<file path="src/hdl/drive_status_regs.vh">
// Object indices, field positions and reset values for the drive status
// and stop-action block. Definitions only; included by its bare name.
`ifndef DRIVE_STATUS_REGS_VH
`define DRIVE_STATUS_REGS_VH

// ============================================================
// Object indices
`define IDX_DRIVE_STATE_REPORT 16'h6041
`define IDX_QUICK_STOP_ACTION 16'h605a
`define IDX_SHUTDOWN_ACTION 16'h605b
`define IDX_DISABLE_OP_ACTION 16'h605c
`define IDX_HALT_ACTION 16'h605d

// ============================================================
// Reset values of the action codes
`define RST_QUICK_STOP_ACTION 16'h0002
`define RST_SHUTDOWN_ACTION 16'h0001
`define RST_DISABLE_OP_ACTION 16'h0001
`define RST_HALT_ACTION 16'h0001

// ============================================================
// Permitted code sets, one bit per code value 0..15
`define OK_QUICK_STOP_ACTION 16'h00ef
`define OK_SHUTDOWN_ACTION 16'h0003
`define OK_DISABLE_OP_ACTION 16'h0003
`define OK_HALT_ACTION 16'h000e

// ============================================================
// Status word bit positions
`define SW_READY_ON 0
`define SW_SWITCHED_ON 1
`define SW_OP_ENABLED 2
`define SW_FAULT 3
`define SW_VOLTAGE 4
`define SW_QUICK_STOP 5
`define SW_ON_DISABLED 6
`define SW_WARNING 7
`define SW_MFR_LOW 8
`define SW_REMOTE 9
`define SW_TARGET 10
`define SW_INT_LIMIT 11
`define SW_MODE_LOW 12
`define SW_MODE_HIGH 13
`define SW_MFR_MID 14
`define SW_MFR_HIGH 15

// ============================================================
// Control word bit positions
`define CW_FAULT_RESET 7
`define CW_HALT 8

// ============================================================
// Stop ramp selection
`define RAMP_NONE 2'h0
`define RAMP_PROFILE 2'h1
`define RAMP_QUICK 2'h2
`define RAMP_IMMEDIATE 2'h3

`endif

</file>
<file path="src/hdl/action_code_reg.v">
// One 16-bit stop-action code object with a permitted-value check.
// Assumes write strobes last one cycle and come from the object port.
`timescale 1ns/1ps

module action_code_reg #(
  parameter [15:0] RESET_VAL = 16'h0000,
  parameter [15:0] ALLOWED = 16'h0001
) (
  input wire i_clk_sys,
  input wire i_rst_b,
  input wire i_wr,
  input wire [15:0] i_wdata,
  output wire [15:0] o_code,
  output wire o_reject
);

  reg [15:0] code_r;
  wire legal;

  // ============================================================
  // Value check
  // Only small codes exist; anything above fifteen is out of range
  assign legal = (i_wdata[15:4] == 12'h000) && ALLOWED[i_wdata[3:0]];
  assign o_reject = i_wr && !legal;
  assign o_code = code_r;

  // ============================================================
  // Storage
  always @(posedge i_clk_sys or negedge i_rst_b) begin
    if (!i_rst_b) begin
      code_r <= RESET_VAL;
    end else if (i_wr && legal) begin
      code_r <= i_wdata;
    end
  end

endmodule

</file>
<file path="src/hdl/drive_status_stop.v">
// Drive state machine with status word and stop-action selection.
// Assumes the motion core reports standstill, faults and limits as
// levels synchronous to i_clk_sys, and executes the selected ramp.
`timescale 1ns/1ps
`include "drive_status_regs.vh"

// What this block does
// - Bits 0-3,5,6 report drive state machine state; 4 voltage
// - Bit 7 follows warning, clears itself
// - Bit 9 zero until initialization finishes
// - Bit 11 shows internal limit active
// - Bits 10,12,13 mode dependent; 8,14,15 maker
// - Quick-stop code set 0-3,5-7, resets to 2
// - Codes 1-3 ramp, then switch on disabled
// - Codes 5-7 ramp, then stay quick stop
// - Code change during quick stop applies later
// - Quick stop during ramp switches to quick
// - Stop-input ramp keeps its rate
// - Shutdown from enabled obeys shutdown code
// - Disable operation obeys disable-op code
// - Halt bit stops per halt code, stays enabled
// - Fault reset rising edge resets alarm
module drive_status_stop (
  input wire i_clk_sys,
  input wire i_rst_b,
  input wire [15:0] i_ctrl_word,
  input wire i_obj_req,
  input wire i_obj_wr,
  input wire [15:0] i_obj_index,
  input wire [15:0] i_obj_wdata,
  input wire i_init_done,
  input wire i_fault,
  input wire i_warning,
  input wire i_voltage_ok,
  input wire i_int_limit,
  input wire i_target_reached,
  input wire [1:0] i_mode_bits,
  input wire [2:0] i_mfr_bits,
  input wire i_stop_input,
  input wire i_motor_stopped,
  output reg [15:0] o_status_word,
  output reg [15:0] o_obj_rdata,
  output reg o_obj_ack,
  output reg o_obj_err,
  output reg o_excite,
  output reg o_stop_req,
  output reg [1:0] o_ramp_sel,
  output reg o_alarm_reset
);

  // ============================================================
  // States
  localparam [8:0] ST_NOT_READY = 9'h001;
  localparam [8:0] ST_ON_DISABLED = 9'h002;
  localparam [8:0] ST_READY_ON = 9'h004;
  localparam [8:0] ST_SWITCHED_ON = 9'h008;
  localparam [8:0] ST_OP_ENABLED = 9'h010;
  localparam [8:0] ST_OP_STOPPING = 9'h020;
  localparam [8:0] ST_QUICK_STOP = 9'h040;
  localparam [8:0] ST_FAULT_REACT = 9'h080;
  localparam [8:0] ST_FAULT = 9'h100;

  reg [8:0] state_r;
  reg [8:0] state_nxt;
  reg [1:0] ramp_r;
  reg [1:0] ramp_nxt;
  reg by_input_r;
  reg by_input_nxt;
  reg [2:0] qs_code_r;
  reg [2:0] qs_code_nxt;
  reg to_ready_r;
  reg to_ready_nxt;
  reg init_done_r;
  reg fault_rst_prev_r;
  reg [6:0] state_bits;
  reg [15:0] status_nxt;
  reg [15:0] rdata_nxt;
  reg err_nxt;

  wire [15:0] qs_code;
  wire [15:0] sd_code;
  wire [15:0] do_code;
  wire [15:0] halt_code;
  wire qs_rej;
  wire sd_rej;
  wire do_rej;
  wire halt_rej;
  wire do_write;
  wire wr_qs;
  wire wr_sd;
  wire wr_do;
  wire wr_halt;
  wire fault_rst_edge;
  wire cmd_dis_volt;
  wire cmd_qstop;
  wire cmd_shutdown;
  wire cmd_switch_on;
  wire cmd_enable;
  wire ramping;

  // ============================================================
  // Control word decode
  assign cmd_dis_volt = !i_ctrl_word[1];
  assign cmd_qstop = i_ctrl_word[1] && !i_ctrl_word[2];
  assign cmd_shutdown = (i_ctrl_word[2:0] == 3'h6);
  assign cmd_switch_on = (i_ctrl_word[3:0] == 4'h7);
  assign cmd_enable = (i_ctrl_word[3:0] == 4'hf);
  assign fault_rst_edge = i_ctrl_word[`CW_FAULT_RESET] &&
    !fault_rst_prev_r;
  // A ramp already running, not counting one in the holding phase
  assign ramping = (ramp_r != `RAMP_NONE) && !i_motor_stopped;

  // ============================================================
  // Action code objects
  assign do_write = i_obj_req && i_obj_wr;
  assign wr_qs = do_write && (i_obj_index == `IDX_QUICK_STOP_ACTION);
  assign wr_sd = do_write && (i_obj_index == `IDX_SHUTDOWN_ACTION);
  assign wr_do = do_write && (i_obj_index == `IDX_DISABLE_OP_ACTION);
  assign wr_halt = do_write && (i_obj_index == `IDX_HALT_ACTION);

  action_code_reg #(
    .RESET_VAL(`RST_QUICK_STOP_ACTION),
    .ALLOWED(`OK_QUICK_STOP_ACTION)
  ) u_quick_stop_action (
    .i_clk_sys(i_clk_sys),
    .i_rst_b(i_rst_b),
    .i_wr(wr_qs),
    .i_wdata(i_obj_wdata),
    .o_code(qs_code),
    .o_reject(qs_rej)
  );

  action_code_reg #(
    .RESET_VAL(`RST_SHUTDOWN_ACTION),
    .ALLOWED(`OK_SHUTDOWN_ACTION)
  ) u_shutdown_action (
    .i_clk_sys(i_clk_sys),
    .i_rst_b(i_rst_b),
    .i_wr(wr_sd),
    .i_wdata(i_obj_wdata),
    .o_code(sd_code),
    .o_reject(sd_rej)
  );

  action_code_reg #(
    .RESET_VAL(`RST_DISABLE_OP_ACTION),
    .ALLOWED(`OK_DISABLE_OP_ACTION)
  ) u_disable_op_action (
    .i_clk_sys(i_clk_sys),
    .i_rst_b(i_rst_b),
    .i_wr(wr_do),
    .i_wdata(i_obj_wdata),
    .o_code(do_code),
    .o_reject(do_rej)
  );

  action_code_reg #(
    .RESET_VAL(`RST_HALT_ACTION),
    .ALLOWED(`OK_HALT_ACTION)
  ) u_halt_action (
    .i_clk_sys(i_clk_sys),
    .i_rst_b(i_rst_b),
    .i_wr(wr_halt),
    .i_wdata(i_obj_wdata),
    .o_code(halt_code),
    .o_reject(halt_rej)
  );

  // ============================================================
  // Drive state machine
  always @* begin
    state_nxt = state_r;
    ramp_nxt = ramp_r;
    by_input_nxt = by_input_r;
    qs_code_nxt = qs_code_r;
    to_ready_nxt = to_ready_r;
    if (i_fault && (state_r != ST_FAULT_REACT) &&
        (state_r != ST_FAULT) && (state_r != ST_NOT_READY)) begin
      state_nxt = ST_FAULT_REACT;
      ramp_nxt = `RAMP_QUICK;
      by_input_nxt = 1'b0;
    end else begin
      case (state_r)
        ST_NOT_READY: begin
          if (init_done_r) begin
            state_nxt = ST_ON_DISABLED;
          end
        end
        ST_ON_DISABLED: begin
          if (cmd_shutdown) begin
            state_nxt = ST_READY_ON;
          end
        end
        ST_READY_ON: begin
          if (cmd_dis_volt || cmd_qstop) begin
            state_nxt = ST_ON_DISABLED;
          end else if (cmd_switch_on || cmd_enable) begin
            state_nxt = ST_SWITCHED_ON;
          end
        end
        ST_SWITCHED_ON: begin
          if (cmd_dis_volt || cmd_qstop) begin
            state_nxt = ST_ON_DISABLED;
          end else if (cmd_shutdown) begin
            state_nxt = ST_READY_ON;
          end else if (cmd_enable) begin
            state_nxt = ST_OP_ENABLED;
          end
        end
        ST_OP_ENABLED, ST_OP_STOPPING: begin
          if (cmd_dis_volt) begin
            state_nxt = ST_ON_DISABLED;
            ramp_nxt = `RAMP_NONE;
            by_input_nxt = 1'b0;
          end else if (cmd_qstop) begin
            // Latch the code so later writes apply only from the next quick stop
            qs_code_nxt = qs_code[2:0];
            if (qs_code[2:0] == 3'h0) begin
              state_nxt = ST_ON_DISABLED;
              ramp_nxt = `RAMP_NONE;
              by_input_nxt = 1'b0;
            end else begin
              state_nxt = ST_QUICK_STOP;
              if (ramping && by_input_r) begin
                ramp_nxt = ramp_r;
              end else if (ramping) begin
                ramp_nxt = `RAMP_QUICK;
              end else begin
                ramp_nxt = qs_code[1:0];
              end
            end
          end else if (state_r == ST_OP_STOPPING) begin
            if (i_motor_stopped) begin
              state_nxt = to_ready_r ? ST_READY_ON : ST_SWITCHED_ON;
              ramp_nxt = `RAMP_NONE;
            end
          end else if (cmd_shutdown) begin
            by_input_nxt = 1'b0;
            if (sd_code[0]) begin
              state_nxt = ST_OP_STOPPING;
              ramp_nxt = `RAMP_PROFILE;
              to_ready_nxt = 1'b1;
            end else begin
              state_nxt = ST_READY_ON;
              ramp_nxt = `RAMP_NONE;
            end
          end else if (cmd_switch_on) begin
            by_input_nxt = 1'b0;
            if (do_code[0]) begin
              state_nxt = ST_OP_STOPPING;
              ramp_nxt = `RAMP_PROFILE;
              to_ready_nxt = 1'b0;
            end else begin
              state_nxt = ST_SWITCHED_ON;
              ramp_nxt = `RAMP_NONE;
            end
          end else if (i_stop_input) begin
            ramp_nxt = `RAMP_PROFILE;
            by_input_nxt = 1'b1;
          end else if (i_ctrl_word[`CW_HALT]) begin
            ramp_nxt = halt_code[1:0];
            by_input_nxt = 1'b0;
          end else begin
            ramp_nxt = `RAMP_NONE;
            by_input_nxt = 1'b0;
          end
        end
        ST_QUICK_STOP: begin
          if (cmd_dis_volt) begin
            state_nxt = ST_ON_DISABLED;
            ramp_nxt = `RAMP_NONE;
            by_input_nxt = 1'b0;
          end else if (i_motor_stopped) begin
            if (!qs_code_r[2]) begin
              state_nxt = ST_ON_DISABLED;
              ramp_nxt = `RAMP_NONE;
              by_input_nxt = 1'b0;
            end else if (cmd_enable) begin
              state_nxt = ST_OP_ENABLED;
              ramp_nxt = `RAMP_NONE;
              by_input_nxt = 1'b0;
            end
          end
        end
        ST_FAULT_REACT: begin
          if (i_motor_stopped) begin
            state_nxt = ST_FAULT;
            ramp_nxt = `RAMP_NONE;
          end
        end
        ST_FAULT: begin
          if (fault_rst_edge && !i_fault) begin
            state_nxt = ST_ON_DISABLED;
          end
        end
        default: begin
          state_nxt = ST_NOT_READY;
          ramp_nxt = `RAMP_NONE;
        end
      endcase
    end
  end

  // ============================================================
  // Status word
  always @* begin
    case (state_r)
      ST_ON_DISABLED: state_bits = 7'h40;
      ST_READY_ON: state_bits = 7'h21;
      ST_SWITCHED_ON: state_bits = 7'h23;
      ST_OP_ENABLED: state_bits = 7'h27;
      ST_OP_STOPPING: state_bits = 7'h27;
      ST_QUICK_STOP: state_bits = 7'h07;
      ST_FAULT_REACT: state_bits = 7'h0f;
      ST_FAULT: state_bits = 7'h08;
      default: state_bits = 7'h00;
    endcase
    status_nxt = 16'h0000;
    status_nxt[6:0] = state_bits;
    status_nxt[`SW_VOLTAGE] = i_voltage_ok;
    status_nxt[`SW_WARNING] = i_warning;
    status_nxt[`SW_MFR_LOW] = i_mfr_bits[0];
    status_nxt[`SW_REMOTE] = init_done_r;
    status_nxt[`SW_TARGET] = i_target_reached;
    status_nxt[`SW_INT_LIMIT] = i_int_limit;
    status_nxt[`SW_MODE_LOW] = i_mode_bits[0];
    status_nxt[`SW_MODE_HIGH] = i_mode_bits[1];
    status_nxt[`SW_MFR_MID] = i_mfr_bits[1];
    status_nxt[`SW_MFR_HIGH] = i_mfr_bits[2];
  end

  // ============================================================
  // Object read and error answer
  always @* begin
    rdata_nxt = 16'h0000;
    err_nxt = 1'b0;
    case (i_obj_index)
      `IDX_DRIVE_STATE_REPORT: begin
        rdata_nxt = o_status_word;
        err_nxt = i_obj_wr;
      end
      `IDX_QUICK_STOP_ACTION: begin
        rdata_nxt = qs_code;
        err_nxt = qs_rej;
      end
      `IDX_SHUTDOWN_ACTION: begin
        rdata_nxt = sd_code;
        err_nxt = sd_rej;
      end
      `IDX_DISABLE_OP_ACTION: begin
        rdata_nxt = do_code;
        err_nxt = do_rej;
      end
      `IDX_HALT_ACTION: begin
        rdata_nxt = halt_code;
        err_nxt = halt_rej;
      end
      default: begin
        err_nxt = 1'b1;
      end
    endcase
  end

  // ============================================================
  // Registers
  always @(posedge i_clk_sys or negedge i_rst_b) begin
    if (!i_rst_b) begin
      state_r <= ST_NOT_READY;
      ramp_r <= `RAMP_NONE;
      by_input_r <= 1'b0;
      qs_code_r <= 3'h2;
      to_ready_r <= 1'b0;
      init_done_r <= 1'b0;
      fault_rst_prev_r <= 1'b0;
      o_status_word <= 16'h0000;
      o_obj_rdata <= 16'h0000;
      o_obj_ack <= 1'b0;
      o_obj_err <= 1'b0;
      o_excite <= 1'b0;
      o_stop_req <= 1'b0;
      o_ramp_sel <= `RAMP_NONE;
      o_alarm_reset <= 1'b0;
    end else begin
      state_r <= state_nxt;
      ramp_r <= ramp_nxt;
      by_input_r <= by_input_nxt;
      qs_code_r <= qs_code_nxt;
      to_ready_r <= to_ready_nxt;
      // Sticky: once initialized the drive stays remote-ready
      if (i_init_done) begin
        init_done_r <= 1'b1;
      end
      fault_rst_prev_r <= i_ctrl_word[`CW_FAULT_RESET];
      o_alarm_reset <= fault_rst_edge;
      o_status_word <= status_nxt;
      o_obj_ack <= i_obj_req;
      o_obj_err <= i_obj_req && err_nxt;
      if (i_obj_req) begin
        o_obj_rdata <= i_obj_wr ? 16'h0000 : rdata_nxt;
      end
      o_excite <= (state_nxt == ST_OP_ENABLED) ||
        (state_nxt == ST_OP_STOPPING) || (state_nxt == ST_QUICK_STOP) ||
        (state_nxt == ST_FAULT_REACT);
      o_stop_req <= (ramp_nxt != `RAMP_NONE);
      o_ramp_sel <= ramp_nxt;
    end
  end

endmodule

</file>
<file path="config.mk">
export PLATFORM = sky130hd
export DESIGN_NAME = drive_status_stop
export DESIGN_NICKNAME = d
export VERILOG_FILES = /design/src/hdl/action_code_reg.v /design/src/hdl/drive_status_stop.v
export VERILOG_INCLUDE_DIRS = /design/src /design/src/hdl
export SDC_FILE = /design/constraint.sdc
export NUM_CORES = 1
export LEC_CHECK = 0
export ABC_AREA = 1
export BUFFER_PORTS_ARGS = -buffer_cell sky130_fd_sc_hd__buf_2
export CAP_MARGIN = 20
export CORE_MARGIN = 1
export CORE_UTILIZATION = 63
export CTS_BUF_LIST = sky130_fd_sc_hd__clkbuf_4
export CTS_CLUSTER_SIZE = 14
export DETAILED_ROUTE_END_ITERATION = 10
export PLACE_DENSITY = 0.88
export RECOVER_POWER = 25
export SKIP_CTS_REPAIR_TIMING = 1
export SLEW_MARGIN = 20
export SYNTH_ARGS = -nofsm -noshare
export SYNTH_HDL_FRONTEND = slang
export SYNTH_SLANG_ARGS = --single-unit
</file>
<file path="constraint.sdc">
create_clock -name i_clk_sys -period 3.4 [get_ports i_clk_sys]
set_input_delay 0.17 -clock i_clk_sys [delete_from_list [all_inputs] [get_ports i_clk_sys]]
set_output_delay 0.17 -clock i_clk_sys [all_outputs]
set_load 0.01 [all_outputs]
</file>
Yosys cells after proc, flatten, opt, wreduce, memory -nomap -nowiden
Memories as Yosys holds them, arrays and structs flattened.
Cells that the tools add are included.
- $lt $le $gt $ge: 1
- eq/ne operators: 29
- multiplexer cells: 67
- bitwise logic cells: 3
- reduce and logical (&&, ||, !) cells: 50
- operator list (operator ; count):
    9-bit 2-to-1 mux ; 19
    16-bit by 15-bit equality test with 1-bit output (second input constant) ; 5
    16-bit one-hot mux with 5 select lines ; 1
    9-bit one-hot mux with 8 select lines ; 1
    7-bit one-hot mux with 7 select lines ; 1
    2-bit 2-to-1 mux ; 16
    1-bit logical AND ; 25
    1-bit 2-to-1 mux ; 21
    9-bit by 5-bit equality test with 1-bit output (second input constant) ; 2
    9-bit by 6-bit equality test with 1-bit output (second input constant) ; 2
    9-bit by 7-bit equality test with 1-bit output (second input constant) ; 2
    9-bit by 8-bit equality test with 1-bit output (second input constant) ; 2
    16-bit 2-to-1 mux ; 1
    12-bit logical NOT ; 1
    6-bit 2-to-1 mux ; 2
    5-bit inequality test (second input constant) ; 2
    9-bit by 1-bit equality test with 1-bit output (second input constant) ; 1
    9-bit by 2-bit equality test with 1-bit output (second input constant) ; 1
    9-bit by 3-bit equality test with 1-bit output (second input constant) ; 1
    9-bit by 4-bit equality test with 1-bit output (second input constant) ; 1
    9-bit equality test (second input constant) ; 1
    9-bit by 1-bit inequality test with 1-bit output (second input constant) ; 1
    9-bit by 8-bit inequality test with 1-bit output (second input constant) ; 1
    9-bit inequality test (second input constant) ; 1
    other kinds (23) ; 39
- register bits: 119
- ROM bits: 48
- bits of input ports: 65
- output and inout bits: 39
- logic and storage cells: 171
- memories kept: 3
- memories (memory ; words ; width ; rd ports ; clocked after Yosys merged registers in ; write ports ; line ; RTL):
    (no name shown) ; 16 ; 1 ; 1 ; 0 ; 0 ; action_code_reg.v:23 ; assign legal = (i_wdata[15:4] == 12'h000) && ALLOWED[i_wdata[3:0]];
    (no name shown) ; 16 ; 1 ; 1 ; 0 ; 0 ; action_code_reg.v:23 ;
    (no name shown) ; 16 ; 1 ; 1 ; 0 ; 0 ; action_code_reg.v:23 ;

Longest topological paths before layout
- depth after elaboration: 12
- mapped depth: 12
- depth with buffers taken out: 11

Cells and area by module
A second synthesis with hierarchy kept.
- cells, all modules: 839
- area, all modules: 6309.8 um^2
- by module, submodules not included (module ; times used ; cells an instance ; area an instance (um^2) ; sequential area each (um^2)):
    drive_status_stop ; 1 ; 557 ; 3736.1 ; 1327.5
    action_code_reg (u_disable_op_action ...) ; 2 ; 66 ; 634.4 ; 401.6
    action_code_reg (u_quick_stop_action) ; 1 ; 81 ; 674.4 ; 401.6
    action_code_reg (u_halt_action) ; 1 ; 69 ; 630.6 ; 401.6

Least setup slack after synthesis
Ideal clock, no wire load.
- path kind: reg-to-reg
- start point: register state_r[0]
- end point: register o_stop_req
- library setup time: 128 ps
- arrival time: 1411 ps
- data required time: 3272 ps
- setup slack: 1861 ps
- cell stages (with the launch flop): 10
- path buffers: 0
- clock period less this slack: 1539 ps
- cell sequence: dfstp_2 -> nor2_2 -> nand2_1 -> inv_1 -> o21ai_0 -> nand3_1 -> nor2_1 -> nor2_1 -> nor2_1 -> nand3_1
- longest elaborated chain between the ends: 7
- elaborated cells on any way between the ends: 23
- classes of those cells: 12 x eq/ne; 5 x mux; 6 x reduce/logical
- ends and longest elaborated chain (what ; line ; RTL):
    start, declared ; drive_status_stop.v:63 ; reg [8:0] state_r;
    start signal, assigned ; drive_status_stop.v:384 ; state_r <= state_nxt;
    9-bit by 6-bit equality test with 1-bit output ; drive_status_stop.v:183, drive_status_stop.v:232 ;
    2-bit 2-to-1 mux ; drive_status_stop.v:232 ; end else if (state_r == ST_OP_STOPPING) begin
    2-bit 2-to-1 mux ; drive_status_stop.v:215 ; end else if (cmd_qstop) begin
    2-bit 2-to-1 mux ; drive_status_stop.v:211 ; if (cmd_dis_volt) begin
    2-bit one-hot mux with 4 select lines ; drive_status_stop.v:183 ; case (state_r)
    2-bit 2-to-1 mux * ; drive_status_stop.v:177 ; if (i_fault && (state_r != ST_FAULT_REACT) &&
    2-bit nonzero test (no line) * ; n/a ;
    end signal, assigned ; drive_status_stop.v:404 ; o_stop_req <= (ramp_nxt != `RAMP_NONE);
    end, declared ; drive_status_stop.v:46 ; output reg o_stop_req,
Every way passes the cells marked *; elsewhere a longest branch is shown, timed or not.
A chain may end at the register's enable or synchronous reset.

Final worst setup path
- start point: register state_r[2]
- end point: register o_stop_req
Same word-level chain as after synthesis.

==> metrics.txt <==
Sink Count 117; share of layout cells above drive strength 1 19.14%; Pwr Density 466.4 nW/um^2; syn_nets 843; worst-skew pair later-pin latency 0.50 ns; post-synthesis sequential area ratio 49.47%; num ports 104; ys flop type dfrtp_1; Area after DPL 6459 sq um; Placeable Area 9196 sq um; max-cap violations 1; maximum single-stage delay on the critical path 0.43 ns; DP HPWL 11.61 mm; CTS clock-pin slew for the worst setup and hold paths 0.11 ns; min-delay worst type in2reg; Initial Util 64.49%; Pleak 3.793 nW; Layout area overhead 16.62%; vias in the first global route 5,596; H-tree depth 4; cells after synthesis 778; post-route ant nets 0; worst r2r src state_r[2]$_DFF_PN0_; Rel. slew slack -0.7339%; Wirelength per Cell 16.32 um; status complete, but fails checks; Worst EP required 3.79 ns; Slew @ Worst Pin 1.511 ns; worst flop-to-flop path endpoint o_stop_req$_DFF_PN0_; Top cell by count, worst path nor2_1; critical path class reg2reg; f_max 0.4767 GHz; port bufs 93; FF-to-FF path depth 10; CP max-delay cell dfrtp_1; VDD IR max 0.0002992 V; largest net degree at the start of global routing 64; gr ovfl total 0; total CTS buffers 17; min-delay src i_stop_input; Total Neg Setup Slack 0 ns; CP Cell Sequence inv_1 > nor2_1 > nand2_1 > inv_1 > o21ai_0 > nand3_1 > nor2_1 > nor2_1 > nor2_1 > nand3_1; CP Launch Type register; Crit. End Element register; die height 99.03 um; Std-Cell Rows 35; arrival time at the worst endpoint 2.49 ns; DR pass1 iterations 5; vias 5,780; Fin. Hold Viols 0; DRC violations left 0; CP Max Fanout 5; root buf cell clkbuf_4; diodes inserted 0; post-route cell area 6917 sq um; Final Util 75.21%; Nets 956; CTS tree done; gp weighted congestion 0.9320; dpl cells 967; number of flops mapped to enable cells by yosys 0; gr usage total 34.98%; Tcrit/Tclk final 61.70%; yosys warns 0; total count of max-transition violations in the final report 64; DRT iter0 DRCs 380; RSZ-0062 raised after global routing no; crit path launch state_r[2]$_DFF_PN0_; skew final 0.01551 ns; failing checks max-capacitance violations, max-slew violations; post-synth cell types 37; Buf/Inv on CP 2; vias per cell 5.695; first-pass GRT wire length 26.35 mm; count of final setup violators 0; maximum clock insertion buffer count 2; min cycle time layout 2.098 ns; Yosys reg bits 117; Routed WL 16.57 mm; syn_area_per_cell 7.623 sq um; final instance count without filler cells 1,015; crit path to o_stop_req$_DFF_PN0_; Power, Total 3.226 mW; FF-to-FF setup slack 1.30 ns; Synth Cell Area 5931 sq um; initial antenna violation count 0; Die ar. 9806 sq um; critical path's top delay family simple AND/OR/NAND/NOR gates; fraction of registers with async set/reset 100.0%; WP depth 10; DIE WIDTH 99.03 um
==> layout make-up <==
class                      count  area, sq um
clock buffer                  18        135.1
timing repair buffer         114        661.9
tap                          111        138.9
sequential                   117         2934
inverter                     127        476.7
fill                         704         2280
clock inverter                14        153.9
multi-input combinational    514         2416
==> sequential cells by signal (all words and copies together) (netlist names), 2 cells and up <==
register / cells
u_quick_stop_action.o_code: 16
o_obj_rdata: 16
ramp_r: 2
u_halt_action.o_code: 16
u_shutdown_action.o_code: 16
state_r: 9
u_disable_op_action.o_code: 16
o_status_word: 16
==> worst min path at each step <==
| stage | to | slack [ns] | depth (start not counted) |
|---|---|---|---|
| floorplan | by_input_r$_DFFE_PN0P_ | -0.13 | 0 |
| global placement | o_status_word[11]$_DFF_PN0_ | 0.28 | 1 |
| detailed placement | o_status_word[10]$_DFF_PN0_ | 0.28 | 1 |
| CTS | u_halt_action.o_code[15]$_DFFE_PN0P_ | -0.27 | 1 |
| global route | by_input_r$_DFFE_PN0P_ | 0.01 | 5 |
| finish | by_input_r$_DFFE_PN0P_ | 0.01 | 5 |
==> Yosys cell counts (4+ instances only) <==
master / count / area, sq um
nand3_1: 47 / 235.2
inv_2: 7 / 26.28
dfstp_2: 5 / 131.4
nand2_1: 175 / 656.9
nor2_1: 133 / 499.2
buf_2: 11 / 55.05
nor3_4: 4 / 65.06
inv_1: 118 / 442.9
o21ai_0: 53 / 265.3
nand4_1: 44 / 275.3
dfrtp_1: 112 / 2803
a21oi_1: 13 / 65.06
clkbuf_1: 4 / 15.01
nor3_2: 4 / 40.04
nor2_2: 14 / 87.58
==> cell families (layout without fill, tap and decap cells) <==
group,after synthesis,after routing,synth area share [%]
AND/OR/NAND/NOR,438,438,33.84
buffers and inverters,147,273,10.04
AO/OA/AOI/OAI,76,76,6.646
flip-flops,117,117,49.47
==> cells in the final DEF, fill, tap and decap left out, drive strengths merged <==
cell type    instances
inv                128
nor2               148
a21oi               13
buf                 95
nand4               45
o21a                 1
a21o                 1
clkbuf              21
nor4                 1
nand3b               1
clkinvlp             2
nor3                11
o21ai               56
dfstp                5
or2                  2
nand3               51
nand2              177
o22ai                1
and3                 1
bufinv               2
a211oi               1
clkinv               9
dlygate4sd3         16
dfrtp              112
o211ai               1
a31oi                2
nor3b                1
==> power by group <==
part / total, mW / internal, mW / switching, mW
Combinational: 0.680 / 0.209 / 0.470
Sequential: 1.53 / 1.47 / 0.0661
Clock: 1.01 / 0.454 / 0.560
Total: 3.23 / 2.13 / 1.10
==> tightest hold or removal path, cell delays in order <==
cell,delay [ns]
buf_2,0.10
nand2_1,0.07
o21ai_0,0.07
nand2_1,0.05
nor2_1,0.03
==> through the flow <==
stage	worst slack (ns)	hold WS, ns
CTS	1.324	-0.2708
detailed placement	0.9497	0.2797
finish	1.302	0.01468
global placement	1.006	0.2786
floorplan	1.861	-0.1256
global route	1.151	0.01341
==> layer usage <==
metal	global-route usage [%]	up-vias	wire length (um)
li1	-	2683	-
met1	41.10	2733	6231
met2	61.65	302	8571
met3	7.234	62	1140
met4	15.96	0	620
met5	0	-	0
Note: power is estimated with default switching activity, not from simulation.
